$ cat src/tsp_pkg.sv
/*
 timer with shared prescaler: register indices, config field positions, reset values, timing figures.
 assumes a host core that decodes instruction-level writes; phase strobes come from tsp_phase_gen.
*/
package tsp_pkg;
    localparam logic [4:0] TSP_ADDR_COUNT = 5'h01;
    localparam logic [7:0] TSP_CONFIG_RESET = 8'hff;
    localparam logic [5:0] TSP_DIR_RESET = 6'h3f;
    localparam logic [7:0] TSP_PRESCALE_RESET = 8'h00;
    localparam int TSP_BIT_SOURCE = 5;
    localparam int TSP_BIT_EDGE = 4;
    localparam int TSP_BIT_ASSIGN = 3;
    localparam int TSP_RATIO_MSB = 2;
    localparam int TSP_PIN_SHARED = 2;
    localparam logic [1:0] TSP_INHIBIT_CYCLES = 2'h2;
    localparam int TSP_SYS_PERIOD_NS = 20;
    localparam int TSP_MARGIN_NS = 20;
    localparam int TSP_MARGIN_CYCLES = (TSP_MARGIN_NS + TSP_SYS_PERIOD_NS - 1) / TSP_SYS_PERIOD_NS;
    typedef enum logic [1:0] {TSP_PH1, TSP_PH2, TSP_PH3, TSP_PH4} tsp_phase_t;
endpackage

$ cat src/tsp_edge_sync.sv
/*
 samples the count source on phase two and phase four and flags a selected transition.
 assumes input synchronous to clk_sys; phase strobes come from tsp_phase_gen.
*/
`timescale 1ns/10ps
module tsp_edge_sync
    import tsp_pkg::*;
(
    input wire logic clk_sys,
    input wire logic reset,
    input wire logic ce,
    input wire logic phaseTwo,
    input wire logic phaseFour,
    input wire logic sampleIn,
    input wire logic fallingSel,
    output logic edgeSeen
);
    typedef struct packed {
        logic cur;
        logic prev;
        logic hit;
    } tsp_es_state_t;
    tsp_es_state_t st, next_st;
    always_comb begin
        next_st = st;
        next_st.hit = 1'b0;
        if (phaseTwo || phaseFour) begin
            next_st.cur = sampleIn;
            next_st.prev = st.cur;
            // rising when edge_sel low, falling when high
            next_st.hit = fallingSel ? (st.cur && !sampleIn) : (!st.cur && sampleIn);
        end
    end
    always_ff @(posedge clk_sys) begin
        if (reset) begin
            st <= '{cur: 1'b0, prev: 1'b0, hit: 1'b0};
        end else if (ce) begin
            st <= next_st;
        end
    end
    assign edgeSeen = st.hit;
endmodule

$ cat src/tsp_phase_gen.sv
/*
 four-phase generator: one phase per clk_sys cycle, one instruction cycle per four phases.
 assumes clk_sys is the oscillator and ce freezes it with the rest of the block.
*/
`timescale 1ns/10ps
module tsp_phase_gen
    import tsp_pkg::*;
(
    input wire logic clk_sys,
    input wire logic reset,
    input wire logic ce,
    output logic phaseTwo,
    output logic phaseFour,
    output logic cycleEnd
);
    typedef struct packed {
        tsp_phase_t phase;
    } tsp_pg_state_t;
    tsp_pg_state_t st, next_st;
    always_comb begin
        next_st = st;
        case (st.phase)
            TSP_PH1: next_st.phase = TSP_PH2;
            TSP_PH2: next_st.phase = TSP_PH3;
            TSP_PH3: next_st.phase = TSP_PH4;
            default: next_st.phase = TSP_PH1;
        endcase
    end
    always_ff @(posedge clk_sys) begin
        if (reset) begin
            st <= '{phase: TSP_PH1};
        end else if (ce) begin
            st <= next_st;
        end
    end
    assign phaseTwo = (st.phase == TSP_PH2);
    assign phaseFour = (st.phase == TSP_PH4);
    assign cycleEnd = (st.phase == TSP_PH4);
endmodule

$ cat src/tsp_timer.sv
/*
 timer/counter with 8-bit prescaler shared with the watchdog.
 assumes the core supplies one-cycle write strobes, aligned to the instruction cycle end, and
 the watchdog-clear instruction strobe; the watchdog itself lives outside and takes wdtTick.
*/
`timescale 1ns/10ps
////////////////////////////////////////////////////////////////////////////////
// Summary of operation
// - source bit zero counts instruction cycles
// - count write stalls counting two cycles
// - source bit one counts external pin edges
// - edge bit zero rising, one falling
// - assign bit picks counter or watchdog
// - ratio bits divide 1:2 through 1:256
// - prescaler never readable nor writable
// - sample count source on phases two, four
// - increment two to four clk_sys periods after edge
// - counter mode forces shared pin input
// - count write clears counter-assigned prescaler
// - watchdog clear clears watchdog-assigned prescaler
// - reset zeroes the prescaler
// - 8-bit prescaler before counter or after watchdog
// - count register read/write at address 01h
module tsp_timer
    import tsp_pkg::*;
#(
    parameter int COUNT_WIDTH = 8,
    parameter int PRESCALE_WIDTH = 8
)(
    input wire logic clk_sys,
    input wire logic reset,
    input wire logic ce,
    input wire logic [4:0] regAddr,
    input wire logic regWrite,
    input wire logic [7:0] regWdata,
    output logic [7:0] regRdata,
    input wire logic configWrite,
    input wire logic [7:0] configWdata,
    input wire logic dirWrite,
    input wire logic [5:0] dirWdata,
    input wire logic watchdogClearInstr,
    input wire logic watchdogRawTick,
    input wire logic extCountInput,
    output logic wdtTick,
    output logic [5:0] pinOutputDisable,
    output logic countSourceExt
);
    import tsp_pkg::*;
    ////////////////////////////////////////////////////////////////////////////
    typedef struct packed {
        logic [COUNT_WIDTH-1:0] count;
        logic [PRESCALE_WIDTH-1:0] prescale;
        logic [7:0] cfg;
        logic pinPrev;
        logic [5:0] dir;
        logic [1:0] inhibit;
        logic prescOut;
        logic wdtTick;
        logic [5:0] pinDis;
        logic srcExt;
        logic [7:0] rdata;
    } tsp_state_t;
    tsp_state_t st, next_st;
    logic phaseTwo;
    logic phaseFour;
    logic cycleEnd;
    logic edgeSeen;
    logic countWrite;
    logic toCounter;
    logic extMode;
    logic sampleSrc;
    logic prescTap;
    ////////////////////////////////////////////////////////////////////////////
    function automatic logic ratioTap(input logic [PRESCALE_WIDTH-1:0] p, input logic [2:0] r);
        ratioTap = p[r];
    endfunction
    ////////////////////////////////////////////////////////////////////////////
    tsp_phase_gen u_phase (
        .clk_sys(clk_sys),
        .reset(reset),
        .ce(ce),
        .phaseTwo(phaseTwo),
        .phaseFour(phaseFour),
        .cycleEnd(cycleEnd)
    );
    // prescaled input is already symmetric, so the same sampler serves both paths
    tsp_edge_sync u_sync (
        .clk_sys(clk_sys),
        .reset(reset),
        .ce(ce),
        .phaseTwo(phaseTwo),
        .phaseFour(phaseFour),
        .sampleIn(sampleSrc),
        .fallingSel(st.cfg[TSP_BIT_EDGE]),
        .edgeSeen(edgeSeen)
    );
    ////////////////////////////////////////////////////////////////////////////
    assign countWrite = regWrite && (regAddr == TSP_ADDR_COUNT);
    assign toCounter = !st.cfg[TSP_BIT_ASSIGN];
    assign extMode = st.cfg[TSP_BIT_SOURCE];
    assign prescTap = ratioTap(st.prescale, st.cfg[TSP_RATIO_MSB:0]);
    // prescaler modeled as synchronous counter; tap toggles like the ripple output
    assign sampleSrc = toCounter ? st.prescOut : extCountInput;
    always_comb begin
        logic tickIn;
        logic countTick;
        logic extEdge;
        tickIn = 1'b0;
        countTick = 1'b0;
        extEdge = 1'b0;
        next_st = st;
        next_st.wdtTick = 1'b0;
        next_st.pinPrev = extCountInput;
        // pin edge clocks the prescaler in counter mode with the prescaler assigned to the counter, standing in for the ripple stage
        extEdge = st.cfg[TSP_BIT_EDGE] ? (st.pinPrev && !extCountInput) : (!st.pinPrev && extCountInput);
        if (toCounter) begin
            tickIn = extMode ? extEdge : cycleEnd;
        end else begin
            tickIn = watchdogRawTick;
        end
        if (tickIn) begin
            next_st.prescale = st.prescale + 1'b1;
        end
        next_st.prescOut = ratioTap(next_st.prescale, st.cfg[TSP_RATIO_MSB:0]);
        if (!toCounter && tickIn && prescTap && !next_st.prescOut) begin
            next_st.wdtTick = 1'b1;
        end
        if (extMode) begin
            countTick = edgeSeen;
        end else if (toCounter) begin
            countTick = cycleEnd && prescTap && !next_st.prescOut;
        end else begin
            countTick = cycleEnd;
        end
        if (st.inhibit != 2'h0 && cycleEnd) begin
            next_st.inhibit = st.inhibit - 2'h1;
        end
        if (countWrite) begin
            next_st.count = regWdata;
            next_st.inhibit = TSP_INHIBIT_CYCLES;
            if (toCounter) begin
                next_st.prescale = TSP_PRESCALE_RESET;
                next_st.prescOut = 1'b0;
            end
        end else if (countTick && st.inhibit == 2'h0) begin
            next_st.count = st.count + 1'b1;
        end
        if (watchdogClearInstr && !toCounter) begin
            next_st.prescale = TSP_PRESCALE_RESET;
            next_st.prescOut = 1'b0;
        end
        if (configWrite) begin
            next_st.cfg = configWdata;
        end
        if (dirWrite) begin
            next_st.dir = dirWdata;
        end
        next_st.srcExt = next_st.cfg[TSP_BIT_SOURCE];
        next_st.pinDis = next_st.dir;
        next_st.pinDis[TSP_PIN_SHARED] = next_st.dir[TSP_PIN_SHARED] | next_st.cfg[TSP_BIT_SOURCE];
        // prescaler never appears on the read path
        next_st.rdata = (regAddr == TSP_ADDR_COUNT) ? next_st.count : 8'h00;
    end
    ////////////////////////////////////////////////////////////////////////////
    always_ff @(posedge clk_sys) begin
        if (reset) begin
            st.count <= '0;
            st.prescale <= TSP_PRESCALE_RESET;
            st.cfg <= TSP_CONFIG_RESET;
            st.pinPrev <= 1'b0;
            st.dir <= TSP_DIR_RESET;
            st.inhibit <= 2'h0;
            st.prescOut <= 1'b0;
            st.wdtTick <= 1'b0;
            st.pinDis <= TSP_DIR_RESET;
            st.srcExt <= 1'b1;
            st.rdata <= 8'h00;
        end else if (ce) begin
            st <= next_st;
        end
    end
    assign regRdata = st.rdata;
    assign wdtTick = st.wdtTick;
    assign pinOutputDisable = st.pinDis;
    assign countSourceExt = st.srcExt;
    ////////////////////////////////////////////////////////////////////////////
    chk_reset_presc_zero: assert property (@(posedge clk_sys) reset |=> st.prescale == 8'h00)
        else $error("prescaler not zero after reset");
    chk_write_inhibit: assert property (@(posedge clk_sys) disable iff (reset)
        (ce && countWrite) |=> st.inhibit == 2'h2)
        else $error("count write did not arm inhibit");
    chk_write_clears_presc: assert property (@(posedge clk_sys) disable iff (reset)
        (ce && countWrite && toCounter && !configWrite) |=> st.prescale == 8'h00)
        else $error("count write left prescaler");
    chk_wdt_clear_presc: assert property (@(posedge clk_sys) disable iff (reset)
        (ce && watchdogClearInstr && !toCounter && !configWrite) |=> st.prescale == 8'h00)
        else $error("watchdog clear left prescaler");
    chk_pin_forced_in: assert property (@(posedge clk_sys) disable iff (reset)
        (st.cfg[TSP_BIT_SOURCE] && !configWrite) |=> pinOutputDisable[TSP_PIN_SHARED])
        else $error("shared pin not forced input");
    chk_wdt_quiet: assert property (@(posedge clk_sys) disable iff (reset)
        (ce && toCounter && !configWrite) |=> !wdtTick)
        else $error("watchdog tick while prescaler on counter");
    chk_count_step: assert property (@(posedge clk_sys) disable iff (reset)
        (ce && !countWrite) |=> (st.count == $past(st.count)) || (st.count == $past(st.count) + 8'h01))
        else $error("count jumped by more than one");
    chk_timer_increment: assert property (@(posedge clk_sys) disable iff (reset)
        (ce && !extMode && !toCounter && cycleEnd && st.inhibit == 2'h0 && !countWrite)
        |=> st.count == $past(st.count) + 8'h01)
        else $error("timer mode missed increment");
    chk_read_count: assert property (@(posedge clk_sys) disable iff (reset)
        (ce && regAddr == TSP_ADDR_COUNT) |=> regRdata == st.count)
        else $error("count read mismatch");
    chk_inhibit_hold: assert property (@(posedge clk_sys) disable iff (reset)
        (ce && st.inhibit != 2'h0 && !countWrite) |=> st.count == $past(st.count))
        else $error("counted during inhibit");
endmodule

$ cat config.mk
export PLATFORM = sky130hd
export DESIGN_NAME = tsp_timer
export DESIGN_NICKNAME = d
export VERILOG_FILES = /design/src/tsp_pkg.sv /design/src/tsp_edge_sync.sv /design/src/tsp_phase_gen.sv /design/src/tsp_timer.sv
export SDC_FILE = /design/constraint.sdc
export NUM_CORES = 1
export LEC_CHECK = 0
export BUFFER_PORTS_ARGS = -buffer_cell sky130_fd_sc_hd__buf_2
export CAP_MARGIN = 20
export CORE_ASPECT_RATIO = 1.4
export CORE_UTILIZATION = 57
export DETAILED_ROUTE_END_ITERATION = 8
export GPL_ROUTABILITY_DRIVEN = 0
export GPL_TIMING_DRIVEN = 0
export HOLD_SLACK_MARGIN = 0.03
export PLACE_DENSITY_LB_ADDON = 0.2
export SKIP_LAST_GASP = 1
export SLEW_MARGIN = 40
export SYNTH_ARGS = -nofsm -noshare
export SYNTH_HDL_FRONTEND = slang
export SYNTH_SLANG_ARGS = --single-unit
$ cat constraint.sdc
create_clock -name clk_sys -period 4 [get_ports clk_sys]
set_clock_uncertainty 0.15 [all_clocks]
set_input_delay 0.2 -clock clk_sys [delete_from_list [all_inputs] [get_ports clk_sys]]
set_output_delay 0.2 -clock clk_sys [all_outputs]
set_load 0.01 [all_outputs]
### After elaboration in Yosys (flattened, before gate mapping)

Index checks and enable logic that the tools add are counted.
W data, S select, Z words.

| operators by class | value |
|---|---|
| mux-type cells | 27 |
| bitwise operators | 1 |
| $add $sub $neg | 3 |
| equality and inequality tests | 4 |
| magnitude comparators | 1 |
| reductions and logical operators | 26 |

Operators by type and width:

| operator | count |
|---|---|
| $mux W8 | 7 |
| $add A8 B1 Y8 const B | 2 |
| $logic_and A1 B1 Y1 | 13 |
| $mux W1 | 13 |
| $mux W6 | 2 |
| $bmux W1 S3 | 2 |
| $pmux W2 S3 | 1 |
| $reduce_and A2 Y1 | 3 |
| $eq A5 B1 Y1 const B | 1 |
| $logic_not A1 Y1 | 5 |
| $eq A2 B2 Y1 const B | 2 |
| $logic_not A2 Y1 | 2 |
| $lt A3 B4 Y1 const B | 1 |
| $reduce_bool A2 Y1 | 2 |
| $mux W3 | 1 |
| $eq A2 B1 Y1 const B | 1 |
| $mux W2 | 1 |
| $sub A2 B1 Y2 const B | 1 |
| $logic_or A1 B1 Y1 | 1 |
| $or A1 B1 Y1 | 1 |

| word-level totals | value |
|---|---|
| word-level logic and storage cells | 76 |
| register bits | 51 |
| input bits | 36 |

### Logic depth before layout (Yosys ltp)

Gate-level depths: netlist of the first run.

| depth | value |
|---|---|
| word-level depth | 16 |
| mapped depth | 12 |
| gate-level depth less buffers | 10 |

### Cells and area by module

A second synthesis of the first run with hierarchy kept.

| unflattened totals | value |
|---|---|
| cell total of the unflattened synthesis | 397 |
| area, all modules | 3105.5 µm² |

By module, submodules not included:

| module | seq. area each (µm²) | cells an instance | instances | area an instance (µm²) |
|---|---|---|---|---|
| tsp_timer | 840.8 | 373 | 1 | 2860.2 |
| tsp_phase_gen | 40.0 | 14 | 1 | 147.6 |
| tsp_edge_sync | 40.0 | 10 | 1 | 97.6 |

### Least setup slack after synthesis of the first run

OpenSTA, ideal clock, no wires.

| timing path | value |
|---|---|
| path type | register to register |
| start | register st[25] (netlist name) |
| end | register st (netlist bit regRdata[0]) |
| arrival | 2.595 ns |
| setup time | 0.059 ns |
| path buffers | 1 |
| cell stages (with the launch flop) | 11 |
| data required time | 3.791 ns |
| setup slack | 1.195 ns |
| cell sequence | dfxtp_1 > or3b_4 > a31o_2 > a21oi_1 > mux2_2 > a31oi_1 > nand3_2 > a21boi_4 > buf_6 > mux2_2 > nand2_1 |

| between the ends | value |
|---|---|
| cells in the longest elaborated chain, start to end | 16 |
| elaborated cells on any way between the ends | 17 |
| classes of those cells | 11 x mux; 6 x reduce/logical |

RTL lines:

| element | line | text |
|---|---|---|
| from (decl) | tsp_timer.sv:63 | `tsp_state_t st, next_st;` |
| from (signal assigned) | tsp_timer.sv:179 | `st <= next_st;` |
| $logic_not A1 Y1 | tsp_timer.sv:115 | `extEdge = st.cfg[TSP_BIT_EDGE] ? (st.pinPrev && !extCountInput) : (!st.pinPrev && extCountInput);` |
| $logic_and A1 B1 Y1 | tsp_timer.sv:115 |  |
| $mux W1 * | tsp_timer.sv:115 |  |
| $mux W1 * | tsp_timer.sv:117 | `tickIn = extMode ? extEdge : cycleEnd;` |
| $mux W1 * | tsp_timer.sv:116 | `if (toCounter) begin` |
| $mux W8 * | tsp_timer.sv:121 | `if (tickIn) begin` |
| $bmux W1 S3 * | tsp_timer.sv:75 | `ratioTap = p[r];` |
| $mux W1 (not written as such) * | tsp_timer.sv:75 |  |
| $logic_not A1 Y1 * | tsp_timer.sv:131 | `countTick = cycleEnd && prescTap && !next_st.prescOut;` |
| $logic_and A1 B1 Y1 * | tsp_timer.sv:131 |  |
| $mux W1 * | tsp_timer.sv:130 | `end else if (toCounter) begin` |
| $mux W1 * | tsp_timer.sv:128 | `if (extMode) begin` |
| $logic_and A1 B1 Y1 * | tsp_timer.sv:145 | `end else if (countTick && st.inhibit == 2'h0) begin` |
| $mux W8 * | tsp_timer.sv:145 |  |
| $mux W8 * | tsp_timer.sv:138 | `if (countWrite) begin` |
| $mux W8 * | tsp_timer.sv:162 | `next_st.rdata = (regAddr == TSP_ADDR_COUNT) ? next_st.count : 8'h00;` |

Mark *: on every way between the ends. The rest lies on a longest branch, timed or not. The select of a mux whose other input is x is not followed.
A chain may end at the register's enable or synchronous reset.

### Worst setup path in the final report of the first run

| timing path | value |
|---|---|
| start | register u_phase.st[0] (netlist name) |
| end | register st (netlist bit regRdata[0]) |

| between the ends | value |
|---|---|
| cells in the longest elaborated chain, start to end | 14 |
| elaborated cells on any way between the ends | 15 |
| classes of those cells | 1 x eq/ne; 10 x mux; 4 x reduce/logical |

RTL lines:

| element | line | text |
|---|---|---|
| from (decl) | tsp_phase_gen.sv:19 | `tsp_pg_state_t st, next_st;` |
| from (signal assigned) | tsp_phase_gen.sv:31 | `st <= '{phase: TSP_PH1};` |
| from (signal assigned) | tsp_phase_gen.sv:33 | `st <= next_st;` |
| $eq A2 B2 Y1 * | tsp_phase_gen.sv:38 | `assign cycleEnd = (st.phase == TSP_PH4);` |
| $mux W1 | tsp_timer.sv:117 |  |
| $mux W1 | tsp_timer.sv:116 |  |
| $mux W8 | tsp_timer.sv:121 |  |
| $bmux W1 S3 | tsp_timer.sv:75 |  |
| $mux W1 (not written as such) | tsp_timer.sv:75 |  |
| $logic_not A1 Y1 | tsp_timer.sv:131 |  |
| $logic_and A1 B1 Y1 | tsp_timer.sv:131 |  |
| $mux W1 * | tsp_timer.sv:130 |  |
| $mux W1 * | tsp_timer.sv:128 |  |
| $logic_and A1 B1 Y1 * | tsp_timer.sv:145 |  |
| $mux W8 * | tsp_timer.sv:145 |  |
| $mux W8 * | tsp_timer.sv:138 |  |
| $mux W8 * | tsp_timer.sv:162 |  |

Marks and branches as above.

==> results, run 1 <==
- The run finished with clean final reports.
- Before antenna repair, the detailed router went through 5 iterations.
- In this run the worst setup path terminates at regRdata[0]$_SDFFE_PP0P_.
- Measured in cells, the most critical reg-to-reg path has a length of 11.
- Traced cell by cell, the critical path runs through ha_1 -> o21bai_1 -> a31o_2 -> a21oi_1 -> mux2_2 -> a31oi_1 -> nand3_2 -> a21boi_4 -> buf_6 -> mux2_2 -> nand2_1.
- The clock-pin transition on the worst setup and hold timing paths is 0.09 ns.
- The number of nets in the synthesized netlist is 440.
- The combinational family with the most area after synthesis is simple AND/OR/NAND/NOR gates.
- Counting I/O delays and the setup requirement, the final critical path takes about 3.3 ns.
- 52 I/O pins were placed.
- Of the total synthesized cell area, the portion taken by AND, OR, NAND and NOR gates is 0.288.
- Of the cells placed in the final design, the portion with a size suffix greater than 1 is 0.192.
- Once detailed placement completed, the half-perimeter wirelength came to approximately 5800 um.
- For this run, the total global-route usage over all layers was measured as 0.296.
- The floorplan step defined a die boundary enclosing 5620 sq um.
- The clock reaches the later pin of the worst-skew pair after roughly 0.3 ns.
- Of the total synthesized cell area, the portion taken by XOR and XNOR cells is 0.00578.
- A synthesized cell averages 7.63 sq um.
- From synthesis to final layout, the design area changed by 17.5%.
- The die outline width is around 64 um.
- The setup slack at placement is 0.743 ns.
- For this run, the number of Yosys warnings is 0.
- The multiplexer fraction of the synthesized cell area is 0.0595.
- The initial core utilization is 0.587.
- The number of register bits inferred by synthesis is between 40 and 50.
- The number of enable flip-flop cells after synthesis is 0.
- In this run the number of cells on the critical path is 11.
- Once detail routing completed, the nets flagged for antenna violations numbered 0.
- The path class of the tightest hold or removal check is primary input to register.
- The primary flip-flop cell chosen by synthesis mapping is dfxtp_1.
- The data arrival time of the worst path is 3.38 ns.
- The number of buffer and inverter stages on the critical path is 1.
- The master of the slowest instance on the critical path is dfxtp_1.
- The most repeated cell in the gate-level netlist after synthesis is dfxtp_1.
- The hold-critical path depth is 3.
- The share of the Yosys chip area taken by registers is 0.304.
- Excluding fillers, the count of instances in the completed layout stands at 530.
- In the finished design, the share of the clock period the worst path needs comes to 0.822.
- The worst setup margin is just over 0.7 ns.
- The number of standard-cell rows in the floorplan is 31.
- The number of gates resized after cts is 0.
- The commonest cells after synthesis are dfxtp_1, nand2_1, nor2_1.
- The first routing iteration left 148 violations.
- The tool flagged a number of max-cap violations equal to 0.
- The cell area after technology mapping is roughly 3000 sq um.
- Dividing total power by cell area gives a power density of 259 nW/um^2.
- The H-tree generated during clock tree synthesis spans 2 levels.
- The most critical setup path has its startpoint at u_phase.st[0]$_SDFFE_PP0P_.
- The ratio of routed vias to standard cells is 5.97.
- Setup violations remaining at the end of the flow were counted as 0.
- The height of the chip is around 88 um.
- The cell count after placement is 509.
- The detailed router placed roughly 3200 vias in this run.
- Hold timing on the final database bottoms out at a slack of 0.0466 ns.
- 0 antenna diodes ended up in the layout.
- The maximum clock insertion buffer count is 2.
- The startpoint of the lowest-slack register-to-register path is u_phase.st[0]$_SDFFE_PP0P_.
- After synthesis, the cell types taking the most area are dfxtp_1, nand3_1, nand2_1, nor2_1, a21oi_1.
- The region available for standard cell placement spans approximately 5200 sq um.
- The final number of max-transition violations is 0.
- The async set-reset flop share out of synthesis is 0.
- The tree is rooted in a clkbuf_8.
- The number of standard cells after synthesis is a little under 400.
- The compound-cell area share of the yosys netlist came to 0.222.
- The clock sink count is 46.
- The initial antenna violation count was 0.
- Of the total synthesized cell area, the portion taken by full adders, half adders and majority gates is 0.0289.
- The cell type with the largest total area after synthesis is dfxtp_1.
- The number of global-route vias before repair is around 3000.
- On the critical path the largest part of the delay comes from compound AO/OA/AOI/OAI gates.
- Synthesis instantiated 62 different standard cells from the library.
- Entering global routing, the biggest net connects 15 pins.
- Setup repair after global routing left no endpoint under its margin.
- The largest single stage delay on the critical path is 0.39 ns.
- The worst register-to-register path has a setup slack of around 0.71 ns.
- Adding up every negative setup slack in the final design gives 0 ns.
- The detail-routed net length per standard cell is 15.2 um.
- The number of nets in the final layout is 506.
- The worst supply voltage drop on vdd is 0.220 mV.
- The utilization of the core after routing is 0.690.
- In this run, CTS created clock tree buffers numbering 5.
- By instance count, the cell type seen most on the critical path is mux2_2.
- The category of the critical setup timing path is register to register.
- At the worst endpoint, the required time is 4.09 ns.
- The count of buffers inserted at the top-level ports is 46.
- The worst flop-to-flop path endpoint is regRdata[0]$_SDFFE_PP0P_.
- STA classifies the critical path startpoint as a register.
- The hold violation count in the final report is 0.
- The worst relative slew slack is 0.586.
- Wires add up to a little over 8000 um.
- The first global-routing pass estimated ~13000 um of wire.
- Timing would allow up to around 300 MHz.
- After detailed routing, the number of remaining DRC violations is 0.
- For this run the aggregate overflow at the end of global routing stands at 0.
- The transition at the pin with the smallest max-transition slack is ~0.6 ns.
- The TritonCTS clock tree is built.
- STA classifies the critical path endpoint as a register.
- Of all nets on the critical path, the largest fanout is 10.
- In this run the static leakage power is ~1.5 nW.
- After filler insertion, the fill cell instance count of the layout stands at 447.
- The share of Yosys cell area claimed by the top area cell type is 0.304.
-- layout by cell type, fill, tap and decap left out, types with 3 or more instances in the layout --
| master | instances |
|---|---|
| dlygate4sd3_1 | 13 |
| nand3b_1 | 4 |
| dfxtp_1 | 46 |
| inv_1 | 18 |
| nor4_1 | 3 |
| nor3_1 | 7 |
| nor2b_1 | 5 |
| ha_1 | 7 |
| clkbuf_8 | 5 |
| nand3_1 | 32 |
| nor2_1 | 37 |
| nand2_1 | 42 |
| a22oi_1 | 5 |
| nand4b_1 | 3 |
| o21ai_0 | 16 |
| buf_4 | 14 |
| a2bb2oi_1 | 3 |
| nand2b_1 | 8 |
| nand4_1 | 9 |
| clkbuf_1 | 21 |
| mux2_2 | 4 |
| a211oi_1 | 4 |
| a31oi_1 | 9 |
| o211ai_1 | 4 |
| a21oi_1 | 21 |
| buf_1 | 3 |
| buf_2 | 47 |
| and2_1 | 5 |
| and3_1 | 10 |
| a21o_1 | 4 |
| mux2i_1 | 9 |
| a31o_2 | 3 |
-- where the power goes --
part / total [mW] / internal (mW) / switching [mW]
combinational: 0.154 / 0.0649 / 0.0887
sequential: 0.484 / 0.471 / 0.0130
clock: 0.283 / 0.124 / 0.160
-- area by class of cell --
cell class              count  area, sq um  share of cell area
plain buffers              39          208              0.0583
clock buffers               6         72.6              0.0204
clock inverters             2         13.8             0.00387
inverters                  19         71.3              0.0200
multi-input cells         293         1830               0.514
flip-flops and latches     46          921               0.259
well taps                  66         82.6              0.0232
repair buffers             59          360               0.101
-- per-layer routing --
layer | GRT usage | part of all wire
met3 | 0.0284 | 0.046
met5 | 0 | 0
met2 | 0.552 | 0.51
met1 | 0.328 | 0.40
met4 | 0.167 | 0.040
-- registers in the layout (all words and copies together), names as in the netlist --
| signal | flops |
|---|---|
| extMode | 1 |
| pinOutputDisable | 1 |
| regRdata | 8 |
| st | 31 |
| u_phase.st | 2 |
| u_sync.edgeSeen | 1 |
| u_sync.st | 1 |
| wdtTick | 1 |
-- worst reg2reg max path, delay by kind of cell, from the launching register on --
kind	cells	cell delay (ns)
mux	2	0.73
compound gates	5	1.19
buf+inv	1	0.20
fa+ha+maj	1	0.34
simple gates	2	0.23
flops	1	0.39
-- worst min-delay path by stage --
stage,start,endpoint,slack (ns)
finish,extCountInput,st[25]$_SDFFE_PP0P_,0.05
detailed placement,configWdata[2],st[28]$_SDFFE_PP1P_,0.30
CTS,extCountInput,st[25]$_SDFFE_PP0P_,0.03
floorplan,regWdata[0],regRdata[0]$_SDFFE_PP0P_,0.20
global placement,configWdata[2],st[28]$_SDFFE_PP1P_,0.29
global route,regWdata[5],st[47]$_SDFFE_PP0P_,0.08
-- metrics by stage --
| stage | cell area (sq um) | power (mW) |
|---|---|---|
| detailed placement | 3340 | 0.636 |
| global placement | 3340 | 0.632 |
| floorplan | 3030 | 0.586 |
| global route | 3560 | 0.963 |
| finish | 3560 | 0.921 |
| CTS | 3560 | 0.928 |
-- cells by family (layout without fill, tap and decap cells) --
kind of cell	count (synthesis)	after routing
xor gates and xnor gates	2	2
DFF	46	46
and+or+nand+nor	174	174
buffers and inverters	58	125
muxes	15	15
adders and majority gates	7	7
AOI/OAI and AO/OA	95	95
-- timing repair --
item | CTS | global route
endpoints found under the hold margin | 13 | 0
hold buffers | 13 | 0
buffers inserted | 0 | 0
No activity file was read; power rests on OpenSTA's default activity.
==> run 2: changes to the inputs <==
- CORE_UTILIZATION: 57 -> 51
- clock period: 4 -> 2.95 ns (I/O delays scaled with it)
==> run 2 against run 1 <==
First-iteration DRC count rose by 57%. Clock power rose by 69%. Maximum frequency rose by 14%. Design area rose by 5.9%. Sequential share of layout area fell by 1.2 points. Wire length rose by 4.2%. Critical path type unchanged. Critical endpoint is now st[42]$_SDFFE_PP0P_.
==> results, run 2 (synthesized netlist as in run 1, its figures left out) <==
- The detail-routed net length per standard cell is 15.6 um (+2.3%).
- TritonCTS built the clock tree.
- The share of the clock period used by the worst path is 0.981 (+0.160).
- The power share of the sequential group is 0.485 (-0.041).
- The internal power summed over all cells is 0.985 mW (+49%).
- The cell count after placement is 511 (+0.39%).
- The count of buffers inserted at the top-level ports was 46 (unchanged).
- The data required time of the critical path is 3.01 ns (-1.08 ns).
- The number of nets in the final layout is 514 (+1.6%).
- The count of filler cells inserted in the layout is 481 (+7.6%).
- The die outline area is 6260 sq um (+11%).
- The remaining number of nets flagged by the antenna check after routing is 0 (unchanged).
- The half-perimeter wire length after detailed placement came to 5800 um (-0.66%).
- The flip-flop count of the largest register, all copies and words added came to 31 (unchanged).
- The path category of the worst min-delay check is primary input to register.
- The final standard cell count with taps included and fillers excluded was 540 (+1.9%).
- The final routed DRC violation total is 0 (unchanged).
- The area growth from synthesis to layout is 24.4%.
- The initial core utilization is 0.541 (-0.0468).
- The signal on the critical path passes through or3b_4 -> a31o_4 -> buf_4 -> a21oi_2 -> mux2i_2 -> a31oi_2 -> nand3_4 -> a21boi_4 -> buf_12 -> a31oi_1 -> o221a_2.
- The clock-pin transition on the worst setup and hold timing paths is 0.09 ns (about the same).
- The ratio of routed vias to standard cells is 5.89 (-1.3%).
- The first-pass GRT wire length came to 13000 um (-1.5%).
- The run finished with clean final reports.
- The worst relative slew slack is 0.524 (-0.0621).
- The minimum hold slack is 0.0690 ns (+0.0223 ns).
- The worst setup slack for register-to-register paths is 0.06 ns (-0.66 ns).
- The maximum fanout along the worst path was 6 (-4).
- The share of post-route cells with drive strength above 1 is 0.225 (+0.0328).
- The violation count after the first detailed-route iteration came to 233 (+57%).
- The number of top-level pins came to 52 (unchanged).
- The clock latency reported for the late side of the worst-skew pair is 0.30 ns (about the same).
- The register containing the most flip-flops in the final layout is st.
- The area of the core region is 5610 sq um (+8.7%).
- The areal power density over the cells came to 361 nW/um^2 (+39%).
- The die outline width is 67.2 um (+5.5%).
- The final number of max-transition violations was 0 (unchanged).
- The number of clock buffers inserted by TritonCTS came to 5 (unchanged).
- The area of all sequential standard cells was 928 sq um (+0.82%).
- The number of standard-cell rows in the floorplan is 32 (+3.2%).
- The switching power as a share of total power was 0.275 (-0.00881).
- The maximum number of pins on one net before global-route repair is 15 (unchanged).
- The maximum single-stage delay on the critical path was 0.43 ns (+0.04 ns).
- The number of global-route vias before repair is 2856 (-3.3%).
- The most common cell after layout, fill and taps aside is buf_2.
- The total via count in the routed design is 3181 (+0.57%).
- On the critical path the largest part of the delay comes from compound AO/OA/AOI/OAI gates.
- The cell chosen for the clock root is clkbuf_8.
- The total track usage is 0.270 (-0.0265).
- The worst supply voltage drop on vdd was 0.256 mV (+16%).
- The proportion of power drawn by combinational gates came to 0.163 (-0.004).
- The critical path endpoint category is a register.
- The slowest stage of the critical path belongs to the cell or3b_4.
- The number of detailed-routing iterations run before antenna repair was 5 (unchanged).
- The setup path with the least slack is of type register to register.
- The timing-limited maximum frequency is 346 MHz (+14%).
- The leakage power of the design came to 1.53 nW (+4.7%).
- The hold violation count in the final report is 0 (unchanged).
- The clock sink count is 46 (unchanged).
- The maximum clock insertion buffer count is 2 (unchanged).
- The number of buffer and inverter stages on the critical path is 2 (+1).
- The initial antenna violation count was 0 (unchanged).
- The overall overflow remaining after global route is 0 (unchanged).
- The net switching power figure is 0.374 mW (+43%).
- The height of the chip is 93.2 um (+5.6%).
- The number of diodes was 0 (unchanged).
- The max-cap violation count is 0 (unchanged).
- The area of the multi-input gates was 1920 sq um (+4.9%).
- The time the worst path needs with I/O delays and setup was 2.89 ns (-0.392 ns).
- The data arrival time of the worst path is 2.95 ns (-0.43 ns).
- The total number of H-tree levels was 2 (unchanged).
- The transition at the pin with the smallest max-transition slack is 0.708 ns (+0.0923 ns).
- The total of endpoints with negative setup slack in the final report was 0 (unchanged).
- The kind of launch point of the worst setup path is a register.
- In the layout the commonest cells are buf_2, nand2_1, dfxtp_1.
- The total routed wirelength is 8400 um (+4.2%).
- The clock share of power is 0.352 (+0.044).
[run 2: worst register-to-register path, delay by kind of cell (launching register included)]
| kind | cells | cell delay [ns] |
|---|---|---|
| simple gates | 2 | 0.57 |
| buf+inv | 2 | 0.28 |
| compound gates | 6 | 1.30 |
| flops | 1 | 0.37 |
| mux | 1 | 0.11 |
[run 2: repair_timing]
item / in CTS / in global routing
resized for setup: 4 / 19
pin swaps: 3 / 8
setup buffers: 1 / 3
hold endpoints to repair: 17 / 0
endpoints found under the setup margin: 13 / 15
hold buffers: 17 / 0
gates cloned: 1 / 0
[run 2: layout make-up]
type,count,area share
Buffer,38,0.0544
Clock buffer,5,0.0183
Clock inverter,3,0.0106
Inverter,19,0.0189
Multi-Input combinational cell,293,0.509
Sequential cell,46,0.246
Tap cell,68,0.0226
Timing Repair Buffer,68,0.120
[run 2: metrics by stage]
step                setup TNS, ns  cell area [sq um]  power (mW)  utilization  worst slack, ns
floorplan                       0               3030       0.795            -            0.145
global placement            -1.38               3350       0.857        0.597           -0.210
detailed placement          -1.94               3350       0.861        0.597           -0.245
CTS                             0               3670        1.36        0.655          0.00593
global route               -0.210               3770        1.41        0.672          -0.0419
finish                          0               3770        1.36        0.672           0.0557
[run 2: worst paths after layout]
check	to	cells past startpoint	from
worst max-delay path	st[42]$_SDFFE_PP0P_	11	st[30]$_SDFFE_PP1P_
worst min register to register	st[21]$_SDFFE_PP1P_	2	st[21]$_SDFFE_PP1P_
worst max register to register	st[42]$_SDFFE_PP0P_	11	st[30]$_SDFFE_PP1P_
worst min-delay path	regRdata[1]$_SDFFE_PP0P_	4	regWdata[1]
[run 2: layer usage]
layer | GRT usage | wire (um)
met5 | 0 | 0
met4 | 0.138 | 263
met2 | 0.481 | 4380
met1 | 0.301 | 3330
met3 | 0.0354 | 425
[run 2: power groups by stage]
stage / clock [mW] / combinational [mW] / sequential (mW)
after floorplan: 0 / 0.128 / 0.667
after global routing: 0.509 / 0.243 / 0.662
final: 0.478 / 0.221 / 0.660
after global placement: 0 / 0.187 / 0.670
after CTS: 0.486 / 0.211 / 0.658
after detailed placement: 0 / 0.190 / 0.671
